### src/hdl/ep_pkg.sv
// Shared constants, types and helpers for the energy pulse output timing block.
// Assumes a single 40 MHz core clock drives all of the logic.
package ep_pkg;

  localparam longint CLK_HZ = 40000000;
  localparam int CNT_W = 23;
  localparam int DIV_W = 16;
  localparam int IDLE_W = 8;

  // Pulse timing figures, in their own units
  localparam longint LF_WIDTH_MS = 120;
  localparam longint CF_WIDTH_MS = 90;
  localparam longint CF_HF_WIDTH_US = 35;
  localparam longint LF_GAP_US = 2;

  // Derived cycle counts: widths to the nearest cycle, the gap rounded up
  localparam logic [CNT_W-1:0] LF_WIDTH_CYC = CNT_W'((LF_WIDTH_MS * CLK_HZ + 500) / 1000);
  localparam logic [CNT_W-1:0] CF_WIDTH_CYC = CNT_W'((CF_WIDTH_MS * CLK_HZ + 500) / 1000);
  localparam logic [CNT_W-1:0] CF_HF_CYC = CNT_W'((CF_HF_WIDTH_US * CLK_HZ + 500000) / 1000000);
  localparam logic [CNT_W-1:0] LF_GAP_CYC = CNT_W'((LF_GAP_US * CLK_HZ + 999999) / 1000000);

  // Energy ticks per low-frequency output period, one per conversion select code
  localparam logic [DIV_W-1:0] LF_DIV_0 = 16'h0010;
  localparam logic [DIV_W-1:0] LF_DIV_1 = 16'h0020;
  localparam logic [DIV_W-1:0] LF_DIV_2 = 16'h0040;
  localparam logic [DIV_W-1:0] LF_DIV_3 = 16'h0080;
  // Energy ticks per calibration pulse, normal and high-frequency rate
  localparam logic [DIV_W-1:0] CF_DIV_NORM = 16'h0004;
  localparam logic [DIV_W-1:0] CF_DIV_HF = 16'h0001;

  localparam logic [CNT_W-1:0] CNT_ONE = 23'h000001;
  localparam logic [CNT_W-1:0] CNT_MAX = 23'h7FFFFF;
  localparam logic [DIV_W-1:0] DIV_ONE = 16'h0001;

  typedef enum logic [0:0] {
    LF_IDLE = 1'b0,
    LF_WAIT = 1'b1
  } ep_lf_state_t;

  // Nominal width, cut back so the pulse ends gap cycles before the next one
  function automatic logic [CNT_W-1:0] ep_fit_width(input logic [CNT_W-1:0] nom,
                                                    input logic [CNT_W-1:0] ival,
                                                    input logic [CNT_W-1:0] gap);
    logic [CNT_W-1:0] room;
    room = (ival > gap) ? CNT_W'(ival - gap) : CNT_ONE;
    if (room == '0) begin
      room = CNT_ONE;
    end
    return (room < nom) ? room : nom;
  endfunction : ep_fit_width

endpackage : ep_pkg

### src/hdl/ep_pulse_gen.sv
// One-shot pulse generator driving a single output pin.
// Assumes start and stop come from logic on the same clock, never together.
`timescale 1ns/1ps
`default_nettype none
module ep_pulse_gen
  import ep_pkg::*;
#(
  parameter logic IDLE_LVL = 1'b0
) (
  input wire logic clk_i,
  input wire logic rst_n_i,
  input wire logic start_i,
  input wire logic stop_i,
  input wire logic [CNT_W-1:0] width_i,
  output logic active_o,
  output logic pin_o
);

  logic act_ff;
  logic pin_ff;
  logic [CNT_W-1:0] cnt_ff;
  logic nxt_act;
  logic [CNT_W-1:0] nxt_cnt;
  wire last_cycle = act_ff && (cnt_ff <= CNT_ONE);

  // A restart while active begins a fresh full-width pulse
  assign nxt_act = start_i ? 1'b1 : (stop_i || last_cycle) ? 1'b0 : act_ff;
  assign nxt_cnt = start_i ? width_i : (act_ff && cnt_ff != '0) ? CNT_W'(cnt_ff - CNT_ONE) : cnt_ff;

  always_ff @(posedge clk_i or negedge rst_n_i) begin
    if (!rst_n_i) begin
      act_ff <= 1'b0;
      pin_ff <= IDLE_LVL;
      cnt_ff <= '0;
    end else begin
      act_ff <= nxt_act;
      pin_ff <= nxt_act ? ~IDLE_LVL : IDLE_LVL;
      cnt_ff <= nxt_cnt;
    end
  end

  assign active_o = act_ff;
  assign pin_o = pin_ff;
endmodule : ep_pulse_gen
`default_nettype wire

### src/hdl/ep_pulse_timing.sv
// Energy pulse output timing: shapes energy-rate ticks into two alternating
// low-frequency drive pulses, a calibration pulse and a negative power flag.
// Assumes energy ticks and the power sign come from the core clock domain and
// the select pins are asynchronous.
`timescale 1ns/1ps
`default_nettype none
module ep_pulse_timing
  import ep_pkg::*;
#(
  parameter logic [CNT_W-1:0] LF_WIDTH = LF_WIDTH_CYC,
  parameter logic [CNT_W-1:0] CF_WIDTH = CF_WIDTH_CYC
) (
  input wire logic core_clk_i,
  input wire logic nrst_i,
  input wire logic energy_tick_i,
  input wire logic neg_power_i,
  input wire logic conv_freq_sel_lo_i,
  input wire logic conv_freq_sel_hi_i,
  input wire logic calib_rate_sel_i,
  output logic energy_pulse_a_o,
  output logic energy_pulse_b_o,
  output logic calibration_pulse_out_o,
  output logic negative_power_flag_o
);

  logic rst_s1_ff;
  logic rst_n_ff;
  logic [2:0] sel_s1_ff;
  logic [2:0] sel_s2_ff;

  always_ff @(posedge core_clk_i or negedge nrst_i) begin
    if (!nrst_i) begin
      rst_s1_ff <= 1'b0;
      rst_n_ff <= 1'b0;
    end else begin
      rst_s1_ff <= 1'b1;
      rst_n_ff <= rst_s1_ff;
    end
  end

  always_ff @(posedge core_clk_i or negedge rst_n_ff) begin
    if (!rst_n_ff) begin
      sel_s1_ff <= 3'h0;
      sel_s2_ff <= 3'h0;
    end else begin
      sel_s1_ff <= {calib_rate_sel_i, conv_freq_sel_hi_i, conv_freq_sel_lo_i};
      sel_s2_ff <= sel_s1_ff;
    end
  end

  wire [1:0] conv_sel = sel_s2_ff[1:0];
  wire hf_mode = sel_s2_ff[2];

  // Rate selection
  wire [DIV_W-1:0] lf_div = (conv_sel == 2'h0) ? LF_DIV_0 :
                            (conv_sel == 2'h1) ? LF_DIV_1 :
                            (conv_sel == 2'h2) ? LF_DIV_2 : LF_DIV_3;
  wire [DIV_W-1:0] lf_half_raw = lf_div >> 1;
  wire [DIV_W-1:0] lf_half = (lf_half_raw == '0) ? DIV_ONE : lf_half_raw;
  wire [DIV_W-1:0] cf_div = hf_mode ? CF_DIV_HF : CF_DIV_NORM;

  logic [DIV_W-1:0] lf_tick_ff;
  logic [DIV_W-1:0] cf_tick_ff;
  wire [DIV_W-1:0] lf_tick_inc = DIV_W'(lf_tick_ff + DIV_ONE);
  wire [DIV_W-1:0] cf_tick_inc = DIV_W'(cf_tick_ff + DIV_ONE);
  // A select change mid-count applies from the next tick; a count already past the new half wraps on that tick
  wire half_evt = energy_tick_i && (lf_tick_inc >= lf_half);
  wire cf_evt = energy_tick_i && (cf_tick_inc >= cf_div);

  always_ff @(posedge core_clk_i or negedge rst_n_ff) begin
    if (!rst_n_ff) begin
      lf_tick_ff <= '0;
      cf_tick_ff <= '0;
    end else begin
      if (energy_tick_i) begin
        lf_tick_ff <= half_evt ? '0 : lf_tick_inc;
        cf_tick_ff <= cf_evt ? '0 : cf_tick_inc;
      end
    end
  end

  // Spacing between output events, measured to cut widths at high rates
  logic [CNT_W-1:0] lf_ival_ff;
  logic [CNT_W-1:0] cf_ival_ff;
  wire [CNT_W-1:0] lf_ival_inc = (lf_ival_ff == CNT_MAX) ? CNT_MAX : CNT_W'(lf_ival_ff + CNT_ONE);
  wire [CNT_W-1:0] cf_ival_inc = (cf_ival_ff == CNT_MAX) ? CNT_MAX : CNT_W'(cf_ival_ff + CNT_ONE);

  always_ff @(posedge core_clk_i or negedge rst_n_ff) begin
    if (!rst_n_ff) begin
      lf_ival_ff <= CNT_MAX;
      cf_ival_ff <= CNT_MAX;
    end else begin
      lf_ival_ff <= half_evt ? CNT_ONE : lf_ival_inc;
      cf_ival_ff <= cf_evt ? CNT_ONE : cf_ival_inc;
    end
  end

  wire [CNT_W-1:0] lf_width_now = ep_fit_width(LF_WIDTH, lf_ival_ff, LF_GAP_CYC);
  wire [CNT_W-1:0] cf_width_now = hf_mode ? CF_HF_CYC :
                                  ep_fit_width(CF_WIDTH, cf_ival_ff >> 1, '0);

  // Low-frequency alternation; phase 0 starts output a, phase 1 output b
  ep_lf_state_t lf_state_ff;
  ep_lf_state_t nxt_lf_state;
  logic phase_ff;
  logic side_ff;
  logic [CNT_W-1:0] hold_width_ff;
  logic [IDLE_W-1:0] quiet_ff;
  logic a_act;
  logic b_act;
  logic cf_act;

  // Quiet once both outputs have stood idle for the gap, this cycle included
  wire lf_quiet = !a_act && !b_act && (quiet_ff >= LF_GAP_CYC - CNT_ONE);
  wire lf_req = half_evt || (lf_state_ff == LF_WAIT);
  wire req_side = half_evt ? phase_ff : side_ff;
  wire lf_go = lf_req && lf_quiet;
  // Cutting a running pulse and waiting out the gap keeps the outputs apart;
  // a later event during the wait replaces the pending start
  wire stop_a = half_evt && a_act;
  wire stop_b = half_evt && b_act;
  wire start_a = lf_go && !req_side;
  wire start_b = lf_go && req_side;
  wire [CNT_W-1:0] lf_width_sel = half_evt ? lf_width_now : hold_width_ff;

  always_comb begin
    nxt_lf_state = lf_state_ff;
    case (lf_state_ff)
      LF_IDLE: begin
        if (half_evt && !lf_quiet) begin
          nxt_lf_state = LF_WAIT;
        end
      end
      LF_WAIT: begin
        if (lf_quiet) begin
          nxt_lf_state = LF_IDLE;
        end
      end
      default: begin
        nxt_lf_state = LF_IDLE;
      end
    endcase
  end

  always_ff @(posedge core_clk_i or negedge rst_n_ff) begin
    if (!rst_n_ff) begin
      lf_state_ff <= LF_IDLE;
      phase_ff <= 1'b0;
      side_ff <= 1'b0;
      hold_width_ff <= '0;
      quiet_ff <= '1;
    end else begin
      lf_state_ff <= nxt_lf_state;
      quiet_ff <= (a_act || b_act) ? '0 : (&quiet_ff) ? quiet_ff : IDLE_W'(quiet_ff + 1'b1);
      if (half_evt) begin
        phase_ff <= ~phase_ff;
        side_ff <= phase_ff;
        hold_width_ff <= lf_width_now;
      end
    end
  end

  // Sign is sampled only as a calibration pulse starts and held until the next one
  logic neg_flag_ff;
  always_ff @(posedge core_clk_i or negedge rst_n_ff) begin
    if (!rst_n_ff) begin
      neg_flag_ff <= 1'b0;
    end else if (cf_evt) begin
      neg_flag_ff <= neg_power_i;
    end
  end

  ep_pulse_gen #(.IDLE_LVL(1'b1)) u_pulse_a (
    .clk_i(core_clk_i),
    .rst_n_i(rst_n_ff),
    .start_i(start_a),
    .stop_i(stop_a),
    .width_i(lf_width_sel),
    .active_o(a_act),
    .pin_o(energy_pulse_a_o)
  );

  ep_pulse_gen #(.IDLE_LVL(1'b1)) u_pulse_b (
    .clk_i(core_clk_i),
    .rst_n_i(rst_n_ff),
    .start_i(start_b),
    .stop_i(stop_b),
    .width_i(lf_width_sel),
    .active_o(b_act),
    .pin_o(energy_pulse_b_o)
  );

  ep_pulse_gen #(.IDLE_LVL(1'b0)) u_pulse_cf (
    .clk_i(core_clk_i),
    .rst_n_i(rst_n_ff),
    .start_i(cf_evt),
    .stop_i(1'b0),
    .width_i(cf_width_now),
    .active_o(cf_act),
    .pin_o(calibration_pulse_out_o)
  );

  assign negative_power_flag_o = neg_flag_ff;

  // Helper counters watched only by the checks below
  logic [IDLE_W-1:0] idle_cnt_ff;
  logic [CNT_W-1:0] a_len_ff;
  logic [CNT_W-1:0] cf_len_ff;
  logic cf_hf_ff;
  always_ff @(posedge core_clk_i or negedge rst_n_ff) begin
    if (!rst_n_ff) begin
      idle_cnt_ff <= '1;
      a_len_ff <= '0;
      cf_len_ff <= '0;
      cf_hf_ff <= 1'b0;
    end else begin
      idle_cnt_ff <= (a_act || b_act) ? '0 : (&idle_cnt_ff) ? idle_cnt_ff : IDLE_W'(idle_cnt_ff + 1'b1);
      a_len_ff <= start_a ? '0 : a_act ? CNT_W'(a_len_ff + CNT_ONE) : a_len_ff;
      cf_len_ff <= cf_evt ? '0 : cf_act ? CNT_W'(cf_len_ff + CNT_ONE) : cf_len_ff;
      if (cf_evt) begin
        cf_hf_ff <= hf_mode;
      end
    end
  end
endmodule : ep_pulse_timing
`default_nettype wire

### config.mk
export PLATFORM = sky130hd
export DESIGN_NAME = ep_pulse_timing
export DESIGN_NICKNAME = d
export VERILOG_FILES = /design/src/hdl/ep_pkg.sv /design/src/hdl/ep_pulse_gen.sv /design/src/hdl/ep_pulse_timing.sv
export SDC_FILE = /design/constraint.sdc
export NUM_CORES = 1
export LEC_CHECK = 0
export BUFFER_PORTS_ARGS = -buffer_cell sky130_fd_sc_hd__buf_2
export CAP_MARGIN = 40
export CORE_MARGIN = 1.5
export CORE_UTILIZATION = 64
export CTS_BUF_LIST = sky130_fd_sc_hd__clkbuf_8 sky130_fd_sc_hd__clkbuf_16
export CTS_CLUSTER_DIAMETER = 200
export DETAILED_ROUTE_END_ITERATION = 8
export PLACE_DENSITY = 0.81
export SETUP_SLACK_MARGIN = 0.2
export SLEW_MARGIN = 10
export SYNTH_ARGS = -nofsm -noshare
export SYNTH_HDL_FRONTEND = slang
export SYNTH_SLANG_ARGS = --single-unit
### constraint.sdc
create_clock -name core_clk_i -period 6.45 [get_ports core_clk_i]
set_clock_uncertainty 0.2 [all_clocks]
set_input_delay 0.9675 -clock core_clk_i [delete_from_list [all_inputs] [get_ports core_clk_i]]
set_output_delay 0.9675 -clock core_clk_i [all_outputs]
set_load 0.1 [all_outputs]
Word-level counts from Yosys, hierarchy flattened --
Index checks and enable logic that the tools add are counted. W data, S select, Z words.
Storage, ports and cells: register bits after elaboration 196, input port bits 7, output and inout bits 4, logic and storage cells 124
Cells by class: $add $sub $neg 9, magnitude comparators 10, eq/ne operators 5, mux-type cells 40, bitwise operators 2, reductions and logical operators 35
Operators by type and width (count):
- $mux W23 | 16
- $le A23 B1 Y1 const B | 3
- $reduce_bool A23 Y1 | 3
- $sub A23 B1 Y23 const B | 3
- $add A23 B1 Y23 const B | 2
- $eq A23 B23 Y1 const B | 2
- $logic_not A23 Y1 | 2
- $mux W22 | 2
- $mux W8 | 5
- $add A16 B1 Y16 const B | 2
- $mux W16 | 2
- $gt A23 B7 Y1 const B | 1
- $lt A23 B22 Y1 const B | 1
- $lt A23 B23 Y1 const B | 1
- $sub A23 B7 Y23 const B | 1
- $gt A22 B1 Y1 const B | 1
- $ge A16 B3 Y1 | 1
- $ge A16 B7 Y1 | 1
- $logic_and A1 B1 Y1 | 16
- $logic_not A16 Y1 | 1
- $mux W1 | 12
- $add A8 B1 Y8 const B | 1
- $ge A8 B7 Y1 const B | 1
- $reduce_and A8 Y1 | 1
- 11 further kinds | 20

Logic depth before layout (Yosys ltp) --
depth in word-level cells 13, mapped depth 15, depth with buffers taken out 13

Hierarchy --
A second synthesis with hierarchy kept.
Second synthesis, totals: cell total of the unflattened synthesis 1248, area total of the unflattened synthesis 11607.4 sq um
By module, submodules not included:
- ep_pulse_timing | instances 1, cells an instance 750, area an instance 6974.2 sq um, sequential area each 3095.5 sq um
- ep_pulse_gen at u_pulse_a ... | instances 2, cells an instance 163, area an instance 1564.0 sq um, sequential area each 626.9 sq um
- ep_pulse_gen at u_pulse_cf | instances 1, cells an instance 172, area an instance 1505.2 sq um, sequential area each 600.6 sq um

Least setup slack after synthesis --
OpenSTA, ideal clock, no wires.
path type register to register, start reg lf_ival_ff[10], end reg u_pulse_a.cnt_ff[4], library setup time 146 ps, arrival 3398 ps, required time 6104 ps, path slack 2706 ps, stages on the path, launching flop included 13, buffers on the path 4, clock period less this slack 3744 ps, cell sequence dfstp_2 buf_6 or4_1 buf_2 or3_1 buf_2 or4_4 and2_4 or4_4 a31o_1 buf_6 a32oi_2 mux2i_1
Between the ends: longest elaborated chain between the ends 8, elaborated cells between the ends (all ways) 9, those cells by class add/sub (1); order compare (2); mux (5); reduce/logical (1)
RTL lines:
- from (decl) | RTL line ep_pulse_timing.sv:83 | logic [CNT_W-1:0] lf_ival_ff;
- from (signal assigned) | RTL line ep_pulse_timing.sv:93 | lf_ival_ff <= half_evt ? CNT_ONE : lf_ival_inc;
- $sub A23 B7 Y23 / $gt A23 B7 Y1 (equally long branches) | RTL line ep_pkg.sv:45 | room = (ival > gap) ? CNT_W'(ival - gap) : CNT_ONE;
- $mux W23 * | RTL line ep_pkg.sv:45
- $logic_not A23 Y1 | RTL line ep_pkg.sv:46 | if (room == '0) begin
- $mux W23 * | RTL line ep_pkg.sv:46
- $lt A23 B23 Y1 | RTL line ep_pkg.sv:49 | return (room < nom) ? room : nom;
- $mux W23 * | RTL line ep_pkg.sv:49
- $mux W23 * | RTL line ep_pulse_timing.sv:124 | wire [CNT_W-1:0] lf_width_sel = half_evt ? lf_width_now : hold_width_ff;
- $mux W23 * | RTL line ep_pulse_gen.sv:28 | assign nxt_cnt = start_i ? width_i : (act_ff && cnt_ff != '0) ? CNT_W'(cnt_ff - CNT_ONE) : cnt_ff;
- to (signal assigned) | RTL line ep_pulse_gen.sv:38 | cnt_ff <= nxt_cnt;
- to (decl) | RTL line ep_pulse_gen.sv:21 | logic [CNT_W-1:0] cnt_ff;
Every way passes the cells marked *; elsewhere a longest branch is shown, timed or not. A chain may end at the register's enable or synchronous reset.

Worst setup path in the final report --
start reg lf_ival_ff[9], end reg u_pulse_a.cnt_ff[12]
The elaborated chain is that of the path after synthesis.

==> parameters.txt <==
Parameter                              Value

Run status
  Status    finished clean

Logic synthesis
  Flops & latches, synth    just under 200
  Combined area of all synthesized cells    ~11000 µm²
  Post-synth EDFFs    0
  Primary flip-flop cell chosen by synthesis mapping    sky130_fd_sc_hd__dfrtp_1
  Number of standard cells after synthesis    around 1100
  Warning count from the yosys run    0
  Share of synthesized area occupied by flip-flops and latches    between 40% and 50%
  Synth area leader    sky130_fd_sc_hd__dfrtp_1
  Nets in the synthesized netlist    1136
  Most used standard cells in the synthesized netlist    139 x sky130_fd_sc_hd__dfrtp_1, 97 x sky130_fd_sc_hd__nor2_1, 76 x sky130_fd_sc_hd__a21oi_1
  Most area-consuming cells after synthesis    sky130_fd_sc_hd__dfrtp_1 32%, sky130_fd_sc_hd__dfstp_2 14%, sky130_fd_sc_hd__xnor2_1 5.9%
  Share of flip-flops with an asynchronous set or reset    100%
  Top-area cell type share of the netlist area    about a third
  Library cell with the highest instance count after synthesis    sky130_fd_sc_hd__dfrtp_1
  Post-Synthesis Mean Instance Area    9.71 µm²
  Unique cell type count in the Yosys netlist    roughly 70

Finish
  Fraction of layout cells with a size suffix above 1    roughly an eighth
  Layout overhead on the synthesized area    8.12%
  Number of non-filler instances in the completed layout    ~1300
  Final net count    about 1100
  Antenna diodes    0

Place
  Placed cell count    approximately 1300
  HPWL after DPL    15000 µm
  Routability Congestion    roughly 0.88
  Place WS    2.12 ns
  IO buf count    10

Hold path
  Path type of the worst min-delay path    input pin to asynchronous set/reset pin

Worst setup path
  Critical path data required time    approximately 6.5 ns
  Critical path data arrival time    ~4.3 ns
  Buf+Inv Stages, Crit Path    0
  Max incr delay on CP    between 0.6 and 0.7 ns
  Cell depth of the worst setup path    8
  Critical path's top delay family    compound AO/OA/AOI/OAI gates
  Critical Setup Path Class    register to register
  Crit path launch type    register
  Depth of the most critical reg-to-reg path    8
  Crit path from    lf_ival_ff[9]
  Slowest library cell on the worst path    sky130_fd_sc_hd__or4_1
  Worst setup slack for register-to-register paths    around 2.3 ns
  Cell-by-cell listing of the critical path    or4_1 -> or3_1 -> nor4_1 -> xor2_1 -> a2111oi_0 -> a31oi_2 -> o32ai_1 -> mux2i_1
  End of the worst register-to-register path    u_pulse_a.cnt_ff[12]
  Reg-to-Reg Start    lf_ival_ff[9]
  CP Capture Type    register
  Endpoint of the worst setup timing path    u_pulse_a.cnt_ff[12]
  Critical Path Fanout Max    8

Floorplan
  Area of the die    17600 µm²
  Standard cell core area    around 17000 µm²
  Count of boundary I/O pins    11
  Std cell rows    47
  Die X    between 100 and 150 µm
  Die Y-Extent    approximately 130 µm
  Starting Density    around two thirds

Global routing
  Global routing usage summed across all routing layers    27.2%
  Antenna violations before repair    0
  Congestion Overflow GR    0
  Wire length of the first global-routing pass    38800 µm
  Pin count of the biggest net entering global routing    approximately 190
  Vias in the first global route    approximately 7900

Flow run
  Max-capacitance violation count    0

Routing
  Number of remaining DRC errors    0
  Routed wire length    22500 µm
  Via count normalized by instance count    ~6
  DRT antenna net count    0
  Number of iterations in the first detailed-routing pass    5
  WL per Instance    17.0 µm
  Via count    between 8000 and 9000
  Drt initial violations    around 550

Clocking
  Clock sink count    about 200
  Deepest clock path buffer count    2
  TritonCTS buffer count    17
  Root buffer selected by CTS    sky130_fd_sc_hd__clkbuf_16
  Post-cts hold buffer count    0
  Post-CTS sizing    0
  Buffers inserted during post-CTS setup optimization    0
  CTS tree    yes
  Count of H-tree levels built during CTS    4
  Reg clk slew, reported paths    about 0.070 ns
  Clock network latency to the later pin of the worst-skew pair    0.44 ns

Timing
  Max_slew headroom    just over 30%
  Slew at the pin with the worst max-slew slack    ~1.0 ns
  Clock period minus final worst setup slack    about 4.2 ns
  Count of endpoints failing hold in the final timing report    0
  Ratio of final minimum period to clock period    65.0%
  Worst setup margin    roughly 2.3 ns
  Number of endpoints failing setup at the final stage    0
  Fmax    ~240 MHz
  Unrepaired setup endpoints after global routing    false
  Setup total negative slack    0 ns
  Number of slew-limit violations in the final report    0

Power and ir drop
  Total power per unit cell area    around 350 nW/µm²
  Worst supply voltage drop on vdd    ~260 µV
  Overall Power    4120 µW
  Reported leakage power    ~0.0045 µW
[worst register-to-register path: cells and delay by family (launching register included)]
kind,cells,cell delay (ns)
and+or+nand+nor,3,1.52
DFF,1,0.40
AOI/OAI and AO/OA,3,1.59
xor gates and xnor gates,1,0.15
muxes,1,0.18
[worst min-delay path by stage]
| stage | depth (start not counted) | endpoint | slack [ns] | start |
|---|---|---|---|---|
| floorplan | 0 | rst_n_ff | 0.13 | rst_s1_ff |
| global placement | 0 | sel_s2_ff[1] | 0.13 | sel_s1_ff[1] |
| detailed placement | 0 | sel_s2_ff[1] | 0.14 | sel_s1_ff[1] |
| CTS | 1 | rst_n_ff | 0.09 | nrst_i |
| global route | 1 | rst_n_ff | 0.08 | nrst_i |
| finish | 1 | rst_s1_ff | 0.09 | nrst_i |
[cells in the final DEF, fill, tap and decap left out, drive strengths merged, types with 4 or more instances in the layout]
cell type  synthesis  routed
o32ai              8       8
and4               8       8
buf               11      21
a32oi             11      11
dfrtp            139     139
mux2               4       4
a21oi             76      76
inv               52      53
nand4             22      22
nor3              31      31
or4               20      20
o211a              5       5
o21a               5       5
nand2             71      71
nor4              26      26
o21ai             30      30
clkinv             1       7
nor2b             30      30
dfstp             56      56
a31oi             11      11
a211oi            11      11
xnor2             72      72
nor2              97      97
or3               12      12
or2                7       7
o31ai              5       5
o2bb2ai            5       5
nor3b              4       4
clkbuf            46      19
o211ai             6       6
xor2              47      47
mux2i             50      50
and3              10      10
nand2b            12      12
nand3             44      44
bufinv             0       5
ha                21      21
[routing by layer]
layer | up-vias | GRT usage [%] | share of wire [%]
met5 | - | 0 | 0
met4 | 0 | 8.85 | 2.6
met3 | 39 | 5.21 | 2.9
met2 | 130 | 45.1 | 50
met1 | 3999 | 36.4 | 45
li1 | 3914 | - | -
[power by group]
| group | internal, µW | total, µW | switching [µW] |
|---|---|---|---|
| Combinational | 443 | 1060 | 615 |
| Sequential | 1570 | 1900 | 327 |
| Clock | 697 | 1160 | 465 |
[metrics by stage]
| step | utilization [%] | cell area (µm²) | hold slack, ns |
|---|---|---|---|
| after floorplan | - | 10800 | 0.131 |
| after detailed placement | 66.4 | 11000 | 0.138 |
| after global placement | 66.2 | 10900 | 0.133 |
| after global routing | 70.4 | 11600 | 0.0800 |
| final | 70.4 | 11600 | 0.0946 |
| after CTS | 70.3 | 11600 | 0.0872 |
[cell families after synthesis]
kind of cell,after synthesis,synth area share (%)
and+or+nand+nor,407,19.8
AOI/OAI and AO/OA,201,13.0
DFF,195,46.0
xor gates and xnor gates,119,9.69
buffers and inverters,110,4.00
muxes,54,5.07
adders and majority gates,21,2.44
other,1,0.0349
[cell type report]
type,instances,area [µm²]
sequential,195,4950
fill,1229,4900
multi-input combinational,803,5390
clock buffer,18,439
tap,220,275
timing repair buffer,22,159
inverter,53,199
clock inverter,13,208
[state kept, by name, indices dropped and copies added (netlist names), 8 cells and up]
| signal | cells |
|---|---|
| u_pulse_b.cnt_ff | 23 |
| u_pulse_a.cnt_ff | 23 |
| cf_tick_ff | 16 |
| lf_ival_ff | 23 |
| u_pulse_cf.cnt_ff | 23 |
| quiet_ff | 8 |
| cf_ival_ff | 23 |
| hold_width_ff | 23 |
| lf_tick_ff | 16 |
Power figures use the tool's default switching activity.
